$ cat src/fis_cfg.svh
// constants for the fragment input setup block
`ifndef FIS_CFG_SVH
`define FIS_CFG_SVH
`define FIS_XY_W       24
`define FIS_HALF_PIX   25'h0000080
`define FIS_ONE_F      32'h3F80_0000
`define FIS_MASK_BITS  32
`define FIS_POS_CTR    8'h80
`define FIS_REG_CTRL   8'h00
`define FIS_REG_SAMP   8'h04
`define FIS_REG_HGT    8'h08
`define FIS_REG_SMASK  8'h0C
`define FIS_REG_PRIM   8'h10
`define FIS_REG_INV    8'h14
`define FIS_CTRL_RST   7'h00
`define FIS_SAMP_RST   3'h0
`define FIS_HGT_RST    16'h0000
`define FIS_SMASK_RST  32'hFFFF_FFFF
`define FIS_NONE       6'h20
`define FIS_SW_ZERO    3'h4
`define FIS_SW_ONE     3'h5
`endif

$ cat src/fis_pkg.sv
// types shared by the fragment input setup modules
`include "fis_cfg.svh"
package fis_pkg;
   typedef logic [3:0][31:0] fis_vec4_t;
   typedef struct packed {
      logic geo;
      logic psmp;
      logic msen;
      logic cw;
      logic orul;
      logic pci;
      logic shd;
   } fis_ctrl_t;
   typedef struct packed {
      logic [`FIS_XY_W-1:0] x;
      logic [`FIS_XY_W-1:0] y;
      logic [31:0]          z;
      logic [31:0]          wc;
      logic                 col_fix;
      fis_vec4_t            pcol;
      fis_vec4_t            scol;
      logic                 poly;
      logic signed [31:0]   area;
      logic [31:0]          cov;
      logic [31:0]          kill;
      logic [31:0]          gs_id;
   } fis_frag_in_t;
   typedef struct packed {
      logic [`FIS_XY_W:0] px;
      logic [`FIS_XY_W:0] py;
      logic [31:0]        z;
      logic [31:0]        w;
      fis_vec4_t          pcol;
      fis_vec4_t          scol;
      logic               front;
      logic [31:0]        prim_id;
      logic [31:0]        mask;
      logic [4:0]         sid;
      logic [5:0]         scnt;
      logic [7:0]         spx;
      logic [7:0]         spy;
   } fis_frag_out_t;
   typedef struct packed {
      logic batch;
      logic prim_end;
      logic last;
      logic restart;
   } fis_prim_ev_t;
   typedef struct packed {
      logic            depth;
      logic            dstencil;
      logic            shadow;
      logic            complete;
      logic [31:0]     rt;
      fis_vec4_t       texel;
      logic [3:0][2:0] swz;
   } fis_tex_req_t;
   typedef struct packed {
      fis_vec4_t v;
      logic      scalar;
   } fis_tex_rsp_t;
   typedef enum logic [1:0] {FIS_IDLE, FIS_DIV, FIS_EMIT, FIS_FF} fis_st_t;
endpackage : fis_pkg

$ cat src/fis_colour.sv
// colour conversion of fixed-point components to float
`timescale 1ns/1ps
`include "fis_cfg.svh"
module fis_colour
   import fis_pkg::*;
(
   input  wire logic      is_fix,
   input  wire fis_vec4_t pin,
   input  wire fis_vec4_t sin,
   output fis_vec4_t      pout,
   output fis_vec4_t      sout
);
   // unorm8 to float; ends forced so 0 and 1 stay exact
   function automatic logic [31:0] fis_u2f(input logic [7:0] c);
      logic [31:0] f;
      logic [2:0]  lz;
      f = {c, c, c, c};
      lz = 3'h0;
      // leading zeros of the replicated word equal those of c
      for (int i = 0; i < 8; i++)
         if (c[i])
            lz = 3'(7 - i);
      f = f << lz;
      fis_u2f = {1'b0, 8'(8'h7E - {5'h00, lz}), f[30:8]};
      if (c == 8'h00)
         fis_u2f = 32'h0000_0000;
      if (c == 8'hFF)
         fis_u2f = `FIS_ONE_F;
   endfunction : fis_u2f

   always_comb begin
      for (int k = 0; k < 4; k++) begin
         pout[k] = is_fix ? fis_u2f(pin[k][7:0]) : pin[k];
         sout[k] = is_fix ? fis_u2f(sin[k][7:0]) : sin[k];
      end
   end
endmodule : fis_colour

$ cat src/fis_recip.sv
// sequential reciprocal of an unsigned 16.16 value
`timescale 1ns/1ps
module fis_recip #(
   parameter int W = 32
)(
   input  wire logic         sys_clk,
   input  wire logic         reset,
   input  wire logic         start,
   input  wire logic [W-1:0] divisor,
   output logic              done,
   output logic [W-1:0]      quot
);
   logic [W:0]   rem_q;
   logic [W:0]   dbl;
   logic [W-1:0] div_q;
   logic [W-1:0] q_q;
   logic [5:0]   it_q;
   logic         run_q;
   logic         sat_q;

   if (W < 2 || W > 32) begin : g_bad
      $error("fis_recip width must be 2 to 32");
   end

   assign dbl = {rem_q[W-1:0], 1'b0};
   // zero or one would overflow 16.16, so saturate
   assign quot = sat_q ? '1 : q_q;

   always_ff @(posedge sys_clk) begin
      if (reset) begin
         rem_q <= '0;
         div_q <= '0;
         q_q <= '0;
         it_q <= 6'h00;
         run_q <= 1'b0;
         sat_q <= 1'b0;
         done <= 1'b0;
      end else begin
         done <= 1'b0;
         if (start) begin
            rem_q <= (W+1)'(1);
            div_q <= divisor;
            q_q <= '0;
            it_q <= 6'h00;
            run_q <= 1'b1;
            sat_q <= divisor <= W'(1);
         end else if (run_q) begin
            if (dbl >= {1'b0, div_q}) begin
               rem_q <= dbl - {1'b0, div_q};
               q_q <= {q_q[W-2:0], 1'b1};
            end else begin
               rem_q <= dbl;
               q_q <= {q_q[W-2:0], 1'b0};
            end
            it_q <= it_q + 6'h01;
            if (it_q == 6'(W - 1)) begin
               run_q <= 1'b0;
               done <= 1'b1;
            end
         end
      end
   end
endmodule : fis_recip

$ cat src/fis_top.sv
// fragment input setup: rasterized fragment to shader built-ins
`timescale 1ns/1ps
// Function
// - with shader on, fragments skip fixed texturing, colour sum, fog
// - depth lookups give (Rt,0,0,1), swizzled, first component only
// - incomplete texture returns (0,0,0,1), or 0 for shadow sampler
// - stencil part of depth-stencil textures is ignored in lookups
// - integer pixel centre subtracts one half from x and y
// - upper-left origin gives y as height minus y before centring
// - z passes exactly; w is reciprocal of clip w
// - defaults are half-integer centre and lower-left origin
// - fixed-point colours convert to float keeping 0 and 1 exact
// - polygons face front on positive signed area, negative with cw set; others always front
// - primitive counter zeroed at batch start; geometry stage gives id
// - count once per polygon drawn as points/lines, once per quad
// - primitive restart leaves the counter alone
// - covered mask bit n of word w is sample 32w+n
// - single-sample or no multisampling: only bit zero, pixel coverage
// - with multisampling on, samples killed by coverage value or sample mask stay clear
// - per-sample shading sets only the current sample bit, once each
// - sample number below count; zero without multisampling
// - sample count is framebuffer count regardless of enable
// - sample position in [0,1]; 0.5,0.5 without multisampling
// - reading sample number or position runs shader per sample
`include "fis_cfg.svh"
module fis_top
   import fis_pkg::*;
#(
   parameter int MAX_SAMPLES = 32
)(
   input  wire logic          sys_clk,
   input  wire logic          reset,
   input  wire logic          psel,
   input  wire logic          penable,
   input  wire logic          pwrite,
   input  wire logic [7:0]    paddr,
   input  wire logic [31:0]   pwdata,
   output logic [31:0]        prdata,
   output logic               pready,
   output logic               pslverr,
   input  wire logic          frag_valid,
   output logic               frag_ready,
   input  wire fis_frag_in_t  frag_in,
   output logic               sh_valid,
   input  wire logic          sh_ready,
   output fis_frag_out_t      sh_out,
   output logic               ff_valid,
   input  wire logic          ff_ready,
   output fis_frag_in_t       ff_out,
   input  wire fis_prim_ev_t  prim_ev,
   input  wire logic          tex_req_valid,
   input  wire fis_tex_req_t  tex_req,
   output logic               tex_rsp_valid,
   output fis_tex_rsp_t       tex_rsp
);
   localparam logic [2:0] LG_MAX = 3'($clog2(MAX_SAMPLES));

   if (MAX_SAMPLES < 1 || MAX_SAMPLES > `FIS_MASK_BITS ||
       (MAX_SAMPLES & (MAX_SAMPLES - 1)) != 0) begin : g_bad
      $error("MAX_SAMPLES must be a power of two up to 32");
   end

   fis_ctrl_t     ctrl_q;
   logic [2:0]    slog2_q;
   logic [15:0]   hgt_q;
   logic [31:0]   smask_q;
   logic [31:0]   prim_cnt_q;
   logic [31:0]   inv_cnt_q;
   logic [31:0]   rd_d;
   logic          err_d;
   logic          apb_acc;
   logic          apb_wr;
   fis_st_t       st_q;
   logic [31:0]   eff_q;
   logic [2:0]    lg_q;
   logic          ps_q;
   logic          accept;
   logic          rc_done;
   logic [31:0]   rc_quot;
   fis_vec4_t     pcol_f;
   fis_vec4_t     scol_f;
   logic [2:0]    lg;
   logic          multi;
   logic          ps;
   logic [31:0]   lim;
   logic [31:0]   eff;
   logic [5:0]    first;
   logic [5:0]    nxt;
   logic [24:0]   yp;
   fis_frag_out_t cap;
   fis_vec4_t     cb;
   fis_tex_rsp_t  rsp_d;
   logic          isdepth;

   function automatic logic [5:0] fis_first(input logic [31:0] m);
      fis_first = `FIS_NONE;
      for (int i = 31; i >= 0; i--)
         if (m[i])
            fis_first = 6'(i);
   endfunction : fis_first

   // diagonal pattern (2i+1)/2N, mirrored in y
   function automatic logic [7:0] fis_spos(input logic [4:0] idx,
                                           input logic [2:0] l,
                                           input logic       flip);
      logic [4:0]  j;
      logic [13:0] t;
      j = flip ? 5'((6'h01 << l) - 6'h01) - idx : idx;
      t = {1'b0, j, 1'b1, 7'h00} >> l;
      fis_spos = t[7:0];
   endfunction : fis_spos

   function automatic logic [31:0] fis_swz(input fis_vec4_t c,
                                           input logic [2:0] s);
      case (s)
         `FIS_SW_ZERO: fis_swz = 32'h0000_0000;
         `FIS_SW_ONE:  fis_swz = `FIS_ONE_F;
         default:      fis_swz = c[s[1:0]];
      endcase
   endfunction : fis_swz

   // apb slave: one wait state on every access
   assign apb_acc = psel & penable;
   assign apb_wr = apb_acc & pready & pwrite & ~pslverr;

   always_comb begin
      rd_d = 32'h0000_0000;
      err_d = 1'b0;
      case (paddr)
         `FIS_REG_CTRL:  rd_d = {25'h0, ctrl_q};
         `FIS_REG_SAMP:  rd_d = {29'h0, slog2_q};
         `FIS_REG_HGT:   rd_d = {16'h0, hgt_q};
         `FIS_REG_SMASK: rd_d = smask_q;
         `FIS_REG_PRIM:  rd_d = prim_cnt_q;
         `FIS_REG_INV:   rd_d = inv_cnt_q;
         default:        err_d = 1'b1;
      endcase
   end

   always_ff @(posedge sys_clk) begin
      if (reset) begin
         pready <= 1'b0;
         pslverr <= 1'b0;
         prdata <= 32'h0000_0000;
      end else begin
         pready <= apb_acc & ~pready;
         if (apb_acc & ~pready) begin
            pslverr <= err_d;
            prdata <= pwrite ? 32'h0000_0000 : rd_d;
         end
      end
   end

   always_ff @(posedge sys_clk) begin
      if (reset) begin
         ctrl_q <= `FIS_CTRL_RST;
         slog2_q <= `FIS_SAMP_RST;
         hgt_q <= `FIS_HGT_RST;
         smask_q <= `FIS_SMASK_RST;
      end else if (apb_wr) begin
         case (paddr)
            `FIS_REG_CTRL:  ctrl_q <= pwdata[6:0];
            `FIS_REG_SAMP:  slog2_q <= pwdata[2:0];
            `FIS_REG_HGT:   hgt_q <= pwdata[15:0];
            `FIS_REG_SMASK: smask_q <= pwdata;
            default:        ;
         endcase
      end
   end

   // primitive counter; batch start beats a same-cycle primitive end
   always_ff @(posedge sys_clk) begin
      if (reset)
         prim_cnt_q <= 32'h0000_0000;
      else if (prim_ev.batch)
         prim_cnt_q <= 32'h0000_0000;
      else if (prim_ev.prim_end & prim_ev.last)
         prim_cnt_q <= prim_cnt_q + 32'h0000_0001;
   end

   fis_colour u_colour (
      .is_fix (frag_in.col_fix),
      .pin    (frag_in.pcol),
      .sin    (frag_in.scol),
      .pout   (pcol_f),
      .sout   (scol_f)
   );

   fis_recip #(.W(32)) u_recip (
      .sys_clk (sys_clk),
      .reset   (reset),
      .start   (accept & ctrl_q.shd),
      .divisor (frag_in.wc),
      .done    (rc_done),
      .quot    (rc_quot)
   );

   assign accept = frag_valid & frag_ready;

   // shader inputs for an accepted fragment
   always_comb begin
      lg = (slog2_q > LG_MAX) ? LG_MAX : slog2_q;
      multi = ctrl_q.msen & (lg != 3'h0);
      ps = ctrl_q.psmp & multi;
      for (int i = 0; i < 32; i++)
         lim[i] = i < (1 << lg);
      eff = frag_in.cov & smask_q & ~frag_in.kill & lim;
      first = fis_first(eff);
      nxt = fis_first(eff_q & ~((32'h2 << sh_out.sid) - 32'h1));
      yp = ctrl_q.orul ? {1'b0, hgt_q, 8'h00} - {1'b0, frag_in.y}
                       : {1'b0, frag_in.y};
      cap = '0;
      cap.px = ctrl_q.pci ? {1'b0, frag_in.x} - `FIS_HALF_PIX
                          : {1'b0, frag_in.x};
      cap.py = ctrl_q.pci ? yp - `FIS_HALF_PIX : yp;
      cap.z = frag_in.z;
      cap.pcol = pcol_f;
      cap.scol = scol_f;
      cap.front = ~frag_in.poly | (ctrl_q.cw ? frag_in.area < 0
                                             : frag_in.area > 0);
      cap.prim_id = ctrl_q.geo ? frag_in.gs_id : prim_cnt_q;
      cap.scnt = 6'h01 << lg;
      cap.spx = `FIS_POS_CTR;
      cap.spy = `FIS_POS_CTR;
      if (!multi)
         cap.mask = {31'h0, |frag_in.cov};
      else if (!ps)
         cap.mask = eff;
      else if (!first[5]) begin
         cap.mask = 32'h1 << first[4:0];
         cap.sid = first[4:0];
         cap.spx = fis_spos(first[4:0], lg, 1'b0);
         cap.spy = fis_spos(first[4:0], lg, 1'b1);
      end
   end

   always_ff @(posedge sys_clk) begin
      if (reset) begin
         st_q <= FIS_IDLE;
         frag_ready <= 1'b1;
         sh_valid <= 1'b0;
         sh_out <= '0;
         ff_valid <= 1'b0;
         ff_out <= '0;
         eff_q <= 32'h0000_0000;
         lg_q <= 3'h0;
         ps_q <= 1'b0;
      end else begin
         case (st_q)
            FIS_IDLE: if (accept) begin
               frag_ready <= 1'b0;
               if (ctrl_q.shd) begin
                  sh_out <= cap;
                  eff_q <= eff;
                  lg_q <= lg;
                  ps_q <= ps;
                  st_q <= FIS_DIV;
               end else begin
                  ff_out <= frag_in;
                  ff_valid <= 1'b1;
                  st_q <= FIS_FF;
               end
            end
            FIS_DIV: if (rc_done) begin
               sh_out.w <= rc_quot;
               sh_valid <= 1'b1;
               st_q <= FIS_EMIT;
            end
            FIS_EMIT: if (sh_ready) begin
               if (ps_q && !nxt[5]) begin
                  sh_out.mask <= 32'h1 << nxt[4:0];
                  sh_out.sid <= nxt[4:0];
                  sh_out.spx <= fis_spos(nxt[4:0], lg_q, 1'b0);
                  sh_out.spy <= fis_spos(nxt[4:0], lg_q, 1'b1);
               end else begin
                  sh_valid <= 1'b0;
                  frag_ready <= 1'b1;
                  st_q <= FIS_IDLE;
               end
            end
            FIS_FF: if (ff_ready) begin
               ff_valid <= 1'b0;
               frag_ready <= 1'b1;
               st_q <= FIS_IDLE;
            end
            default: st_q <= FIS_IDLE;
         endcase
      end
   end

   always_ff @(posedge sys_clk) begin
      if (reset)
         inv_cnt_q <= 32'h0000_0000;
      else if (sh_valid & sh_ready)
         inv_cnt_q <= inv_cnt_q + 32'h0000_0001;
   end

   // texture return shaping
   always_comb begin
      isdepth = tex_req.depth | tex_req.dstencil;
      cb = tex_req.texel;
      if (isdepth)
         cb = {`FIS_ONE_F, 32'h0, 32'h0, tex_req.rt};
      rsp_d = '0;
      for (int k = 0; k < 4; k++)
         rsp_d.v[k] = fis_swz(cb, tex_req.swz[k]);
      if (!tex_req.complete) begin
         rsp_d.v = tex_req.shadow ? '0
                 : {`FIS_ONE_F, 32'h0, 32'h0, 32'h0};
         rsp_d.scalar = tex_req.shadow;
      end else if (isdepth) begin
         rsp_d.v = {32'h0, 32'h0, 32'h0, rsp_d.v[0]};
         rsp_d.scalar = 1'b1;
      end
   end

   always_ff @(posedge sys_clk) begin
      if (reset) begin
         tex_rsp_valid <= 1'b0;
         tex_rsp <= '0;
      end else begin
         tex_rsp_valid <= tex_req_valid;
         if (tex_req_valid)
            tex_rsp <= rsp_d;
      end
   end
endmodule : fis_top

$ cat config.mk
export PLATFORM = sky130hd
export DESIGN_NAME = fis_top
export DESIGN_NICKNAME = d
export VERILOG_FILES = /design/src/fis_pkg.sv /design/src/fis_colour.sv /design/src/fis_recip.sv /design/src/fis_top.sv
export VERILOG_INCLUDE_DIRS = /design/src
export SDC_FILE = /design/constraint.sdc
export NUM_CORES = 2
export LEC_CHECK = 0
export BUFFER_PORTS_ARGS = -buffer_cell sky130_fd_sc_hd__buf_2
export CORE_AREA = 2 2 733 735
export CTS_BUF_LIST = sky130_fd_sc_hd__clkbuf_8
export DETAILED_ROUTE_END_ITERATION = 8
export DIE_AREA = 0 0 735 737
export SLEW_MARGIN = 0
export SYNTH_ARGS = -nofsm -noshare
export SYNTH_HDL_FRONTEND = slang
export SYNTH_HIERARCHICAL = 1
export SYNTH_SLANG_ARGS = --single-unit
$ cat constraint.sdc
create_clock -name sys_clk -period 6.85 [get_ports sys_clk]
set_input_delay 0 -clock sys_clk [delete_from_list [all_inputs] [get_ports sys_clk]]
set_output_delay 0 -clock sys_clk [all_outputs]
set_load 0.1 [all_outputs]
==> summary.txt <==
Critical path
  • Delay of the slowest critical-path stage: 0.81 ns
  • Type of the worst setup path: flop to flop
  • Worst setup slack for register-to-register paths: 1.42 ns
  • Critical path buffer and inverter count: 3
  • CP Launch Type: flop
  • Ordered cell list for the critical path: o21ai_1 -> buf_4 -> or2_2 -> nand3_1 -> a211oi_1 -> o21ai_0 -> buf_4 -> a21oi_1 -> inv_1 -> ha_1 -> a21o_1 -> a21oi_1 -> xor2_1 -> o22a_1 -> o21ai_0 -> a21oi_1 -> o21ai_0 -> a221oi_1 -> a211oi_1
  • Highest net fanout along the worst path: 18
  • Kind of end point of the critical path: flop
  • Category of cells accounting for the largest share of critical-path delay: compound AO/OA/AOI/OAI gates
  • Required time of the critical path: 7.81 ns
  • Worst path arrival time: 6.39 ns
  • Library cell contributing the largest single delay on the critical path: o21ai_1

Synthesis
  • Net count of the mapped netlist: 9888
  • Post-synth top area share: 40.8%
  • Syn. warnings: 6
  • Most common flop cell mapped by yosys: dfxtp_1
  • List of most frequent post-synthesis cells: 2045 x nand2_1, 1390 x dfxtp_1, 1320 x a21oi_1, 831 x nor2_1, 564 x clkbuf_1
  • Syn Area/Cell: 7.52 µm²
  • Unique cell type count in the Yosys netlist: 118
  • Cells after Synth: 9083
  • Area contributors post-synth: dfxtp_1 41%, nand2_1 11%, a21oi_1 9.7%, nor2_1 4.6%, mux2i_1 4.2%
  • Number of storage elements in the synthesis netlist: 1390
  • Sequential fraction of the synthesis area: 40.8%
  • Number of synthesized flops with an enable pin: 0
  • Fraction of synthesis flops using an asynchronous set or reset pin: 0%
  • Area leader, netlist: dfxtp_1
  • Most instantiated library cell after synthesis: nand2_1
  • Cell area after synthesis: 68300 µm²

Timing
  • Slew at the pin closest to its max-slew limit: 1.28 ns
  • Share of the cycle needed by the critical path after routing: 79.2%
  • RSZ-0062 raised after global routing: false
  • Slew Viols, Final: 0
  • Final Skew: 0.102 ns
  • Minimum hold slack: 0.101 ns
  • Post-route setup TNS: 0 ns
  • Final setup violation count: 0
  • Minimum period implied by the final worst setup slack: 5.43 ns
  • Number of failing hold endpoints at the final stage: 0
  • Remaining max-slew budget at the tightest pin: 14.1%
  • Highest clock rate: 0.184 GHz

Place
  • Final Wtd Congestion: 0.966
  • Count of buffers inserted at the top-level ports: 1852
  • Estimated wirelength of the detail-placed design: 413 mm

CTS
  • Clock Tree Buf Depth: 4
  • Sinks on Clock Net: 1390
  • Source-to-sink clock delay at the later pin of the worst-skew pair: 1.11 ns
  • Count of H-tree levels built during CTS: 5
  • Quantity of gates resized following cts: 0
  • Root Driver: clkbuf_8
  • Number of buffers inserted during clock tree synthesis: 283
  • Reg clk slew, reported paths: 0.06 ns
  • Clock tree from TritonCTS: done
  • Number of buffers added for setup after CTS: 0

Detailed routing
  • Vias after detailed routing: 86600
  • DRC viols: 0
  • Post-DRT Antenna Nets: 0
  • Routed wire length: 539 mm
  • TritonRoute pass-1 iters: 9
  • Number of vias per cell: 4.39
  • DRT iter0 DRCs: 9492
  • DR WL/cell: 27.3 µm

Job
  • Number of max-capacitance violations reported: 0

Floorplan
  • I/O pin count: 1854
  • Die span in y: 737 µm
  • Placeable core region: 534000 µm²
  • Horizontal die dimension: 735 µm
  • Die Area: 542000 µm²
  • Number of rows in the core area: 269
  • Starting density of the core: 12.8%

Global routing
  • All-layer global routing usage: 18.8%
  • Via count of the first global-routing pass: 81300
  • Global-route wire length before repair: 705 mm
  • Antenna violations before repair: 147
  • Congestion Overflow GR: 0
  • Largest net degree at the start of global routing: 211

Cells and area
  • Post-layout util: 20.3%
  • Fraction of final layout cells with drive strength greater than 1: 20.2%
  • Area of combinational cells with multiple inputs: 36900 µm²
  • Area Growth Syn to Fin: 59.0%
  • Final-stage net count: 13200
  • Filler instances: 59100
  • Area taken by flip-flops and latches: 27800 µm²

Outcome
  • Result of the run: complete, no violations

Power
  • Total leakage power: 43.7 nW
  • Pwr Density: 265 nW/µm²
  • Maximum vdd drop: 248 µV

Min path
  • Hold crit path type: primary input to flop
## path summary, 6_finish.rpt
check | startpoint | endpoint | cells past startpoint
setup / recovery | slog2_q[1] | sh_out[7] | 19
hold / removal | frag_in[352] | ff_out[352] | 4
setup reg to reg | slog2_q[1] | sh_out[7] | 19
hold reg to reg | ff_out[112] | ff_out[112] | 2
## power breakdown
part           switching [mW]  internal [mW]
clock network            4.48           5.26
registers               0.322           8.66
logic                    7.99           2.09
total                    12.8           16.0
## layer usage
| layer | global-route usage (%) | share of wire, % | vias up |
|---|---|---|---|
| met3 | 10.9 | 15 | 1415 |
| li1 | - | - | 38300 |
| met1 | 22.1 | 38 | 41400 |
| met2 | 27.1 | 40 | 5401 |
| met5 | 1.17 | 0.23 | - |
| met4 | 8.54 | 5.7 | 62 |
## repair_timing
action / in CTS / in global routing
setup endpoints to repair: 0 / 0
hold buffers: 1766 / 0
endpoints found under the hold margin: 1334 / 0
## cells by family (layout without fill, tap and decap cells)
logic type	count (synthesis)	count (layout)	share of synthesized area (%)
AO/OA/AOI/OAI	2510	2510	22.3
XOR/XNOR	118	118	1.51
adder cells (fa/ha/maj)	78	78	1.46
buffers and inverters	913	4440	5.28
flip-flops	1390	1390	40.8
multiplexers	299	299	4.43
other	0	79	0
AND/OR/NAND/NOR	3775	3775	24.3
## cell usage in the layout, fill, tap and decap left out, types with 46 or more instances in the layout
cell,instances
nand2_1,2043
nor4_1,48
nand3_1,115
clkbuf_8,342
buf_4,92
xor2_1,68
a21o_1,51
dfxtp_1,1387
nor2_1,828
inv_1,284
nor3_1,99
buf_2,1848
or2_2,62
or3_1,46
dlygate4sd3_1,1765
mux2i_1,285
o22ai_1,140
diode_2,79
a22oi_1,70
o2bb2ai_1,71
a21oi_1,1320
nand3b_1,60
nor2b_1,195
a31oi_1,59
ha_1,74
a211oi_1,141
xnor2_1,50
o21ai_0,272
## metrics by stage
| step | instances | power [mW] | area (µm²) | setup slack (ns) |
|---|---|---|---|---|
| finish | 19700 | 28.8 | 109000 | 1.42 |
| global route | 19700 | 29.8 | 108000 | 1.09 |
| CTS | 19700 | 28.9 | 108000 | 1.52 |
| detailed placement | 17400 | 18.2 | 84700 | 1.55 |
| global placement | 17400 | 18.1 | 84700 | 1.35 |
| floorplan | 9083 | 15.4 | 68300 | 1.14 |
## sequential cells by signal, indices dropped and copies added (netlist names), 16 cells and up
signal         cells
eff_q             31
prdata            32
prim_cnt_q        32
ff_out           498
u_recip/rem_q     32
inv_cnt_q         32
hgt_q             16
smask_q           32
sh_out           461
u_recip/div_q     32
tex_rsp          129
u_recip/q_q       32
## cell type report
type | instances | share of cell area [%]
clock inverter | 150 | 1.21
timing repair buffer | 3724 | 25.8
inverter | 225 | 0.780
clock buffer | 341 | 4.32
antenna | 79 | 0.182
sequential | 1390 | 25.6
multi-input combinational | 6780 | 34.0
tap | 7046 | 8.12
## tightest hold or removal path, delay by kind of cell
family	cells	cell delay, ns
AO/OA/AOI/OAI	1	0.05
buffers and inverters	2	0.94
AND/OR/NAND/NOR	1	0.05
No activity file was read; power rests on OpenSTA's default activity.
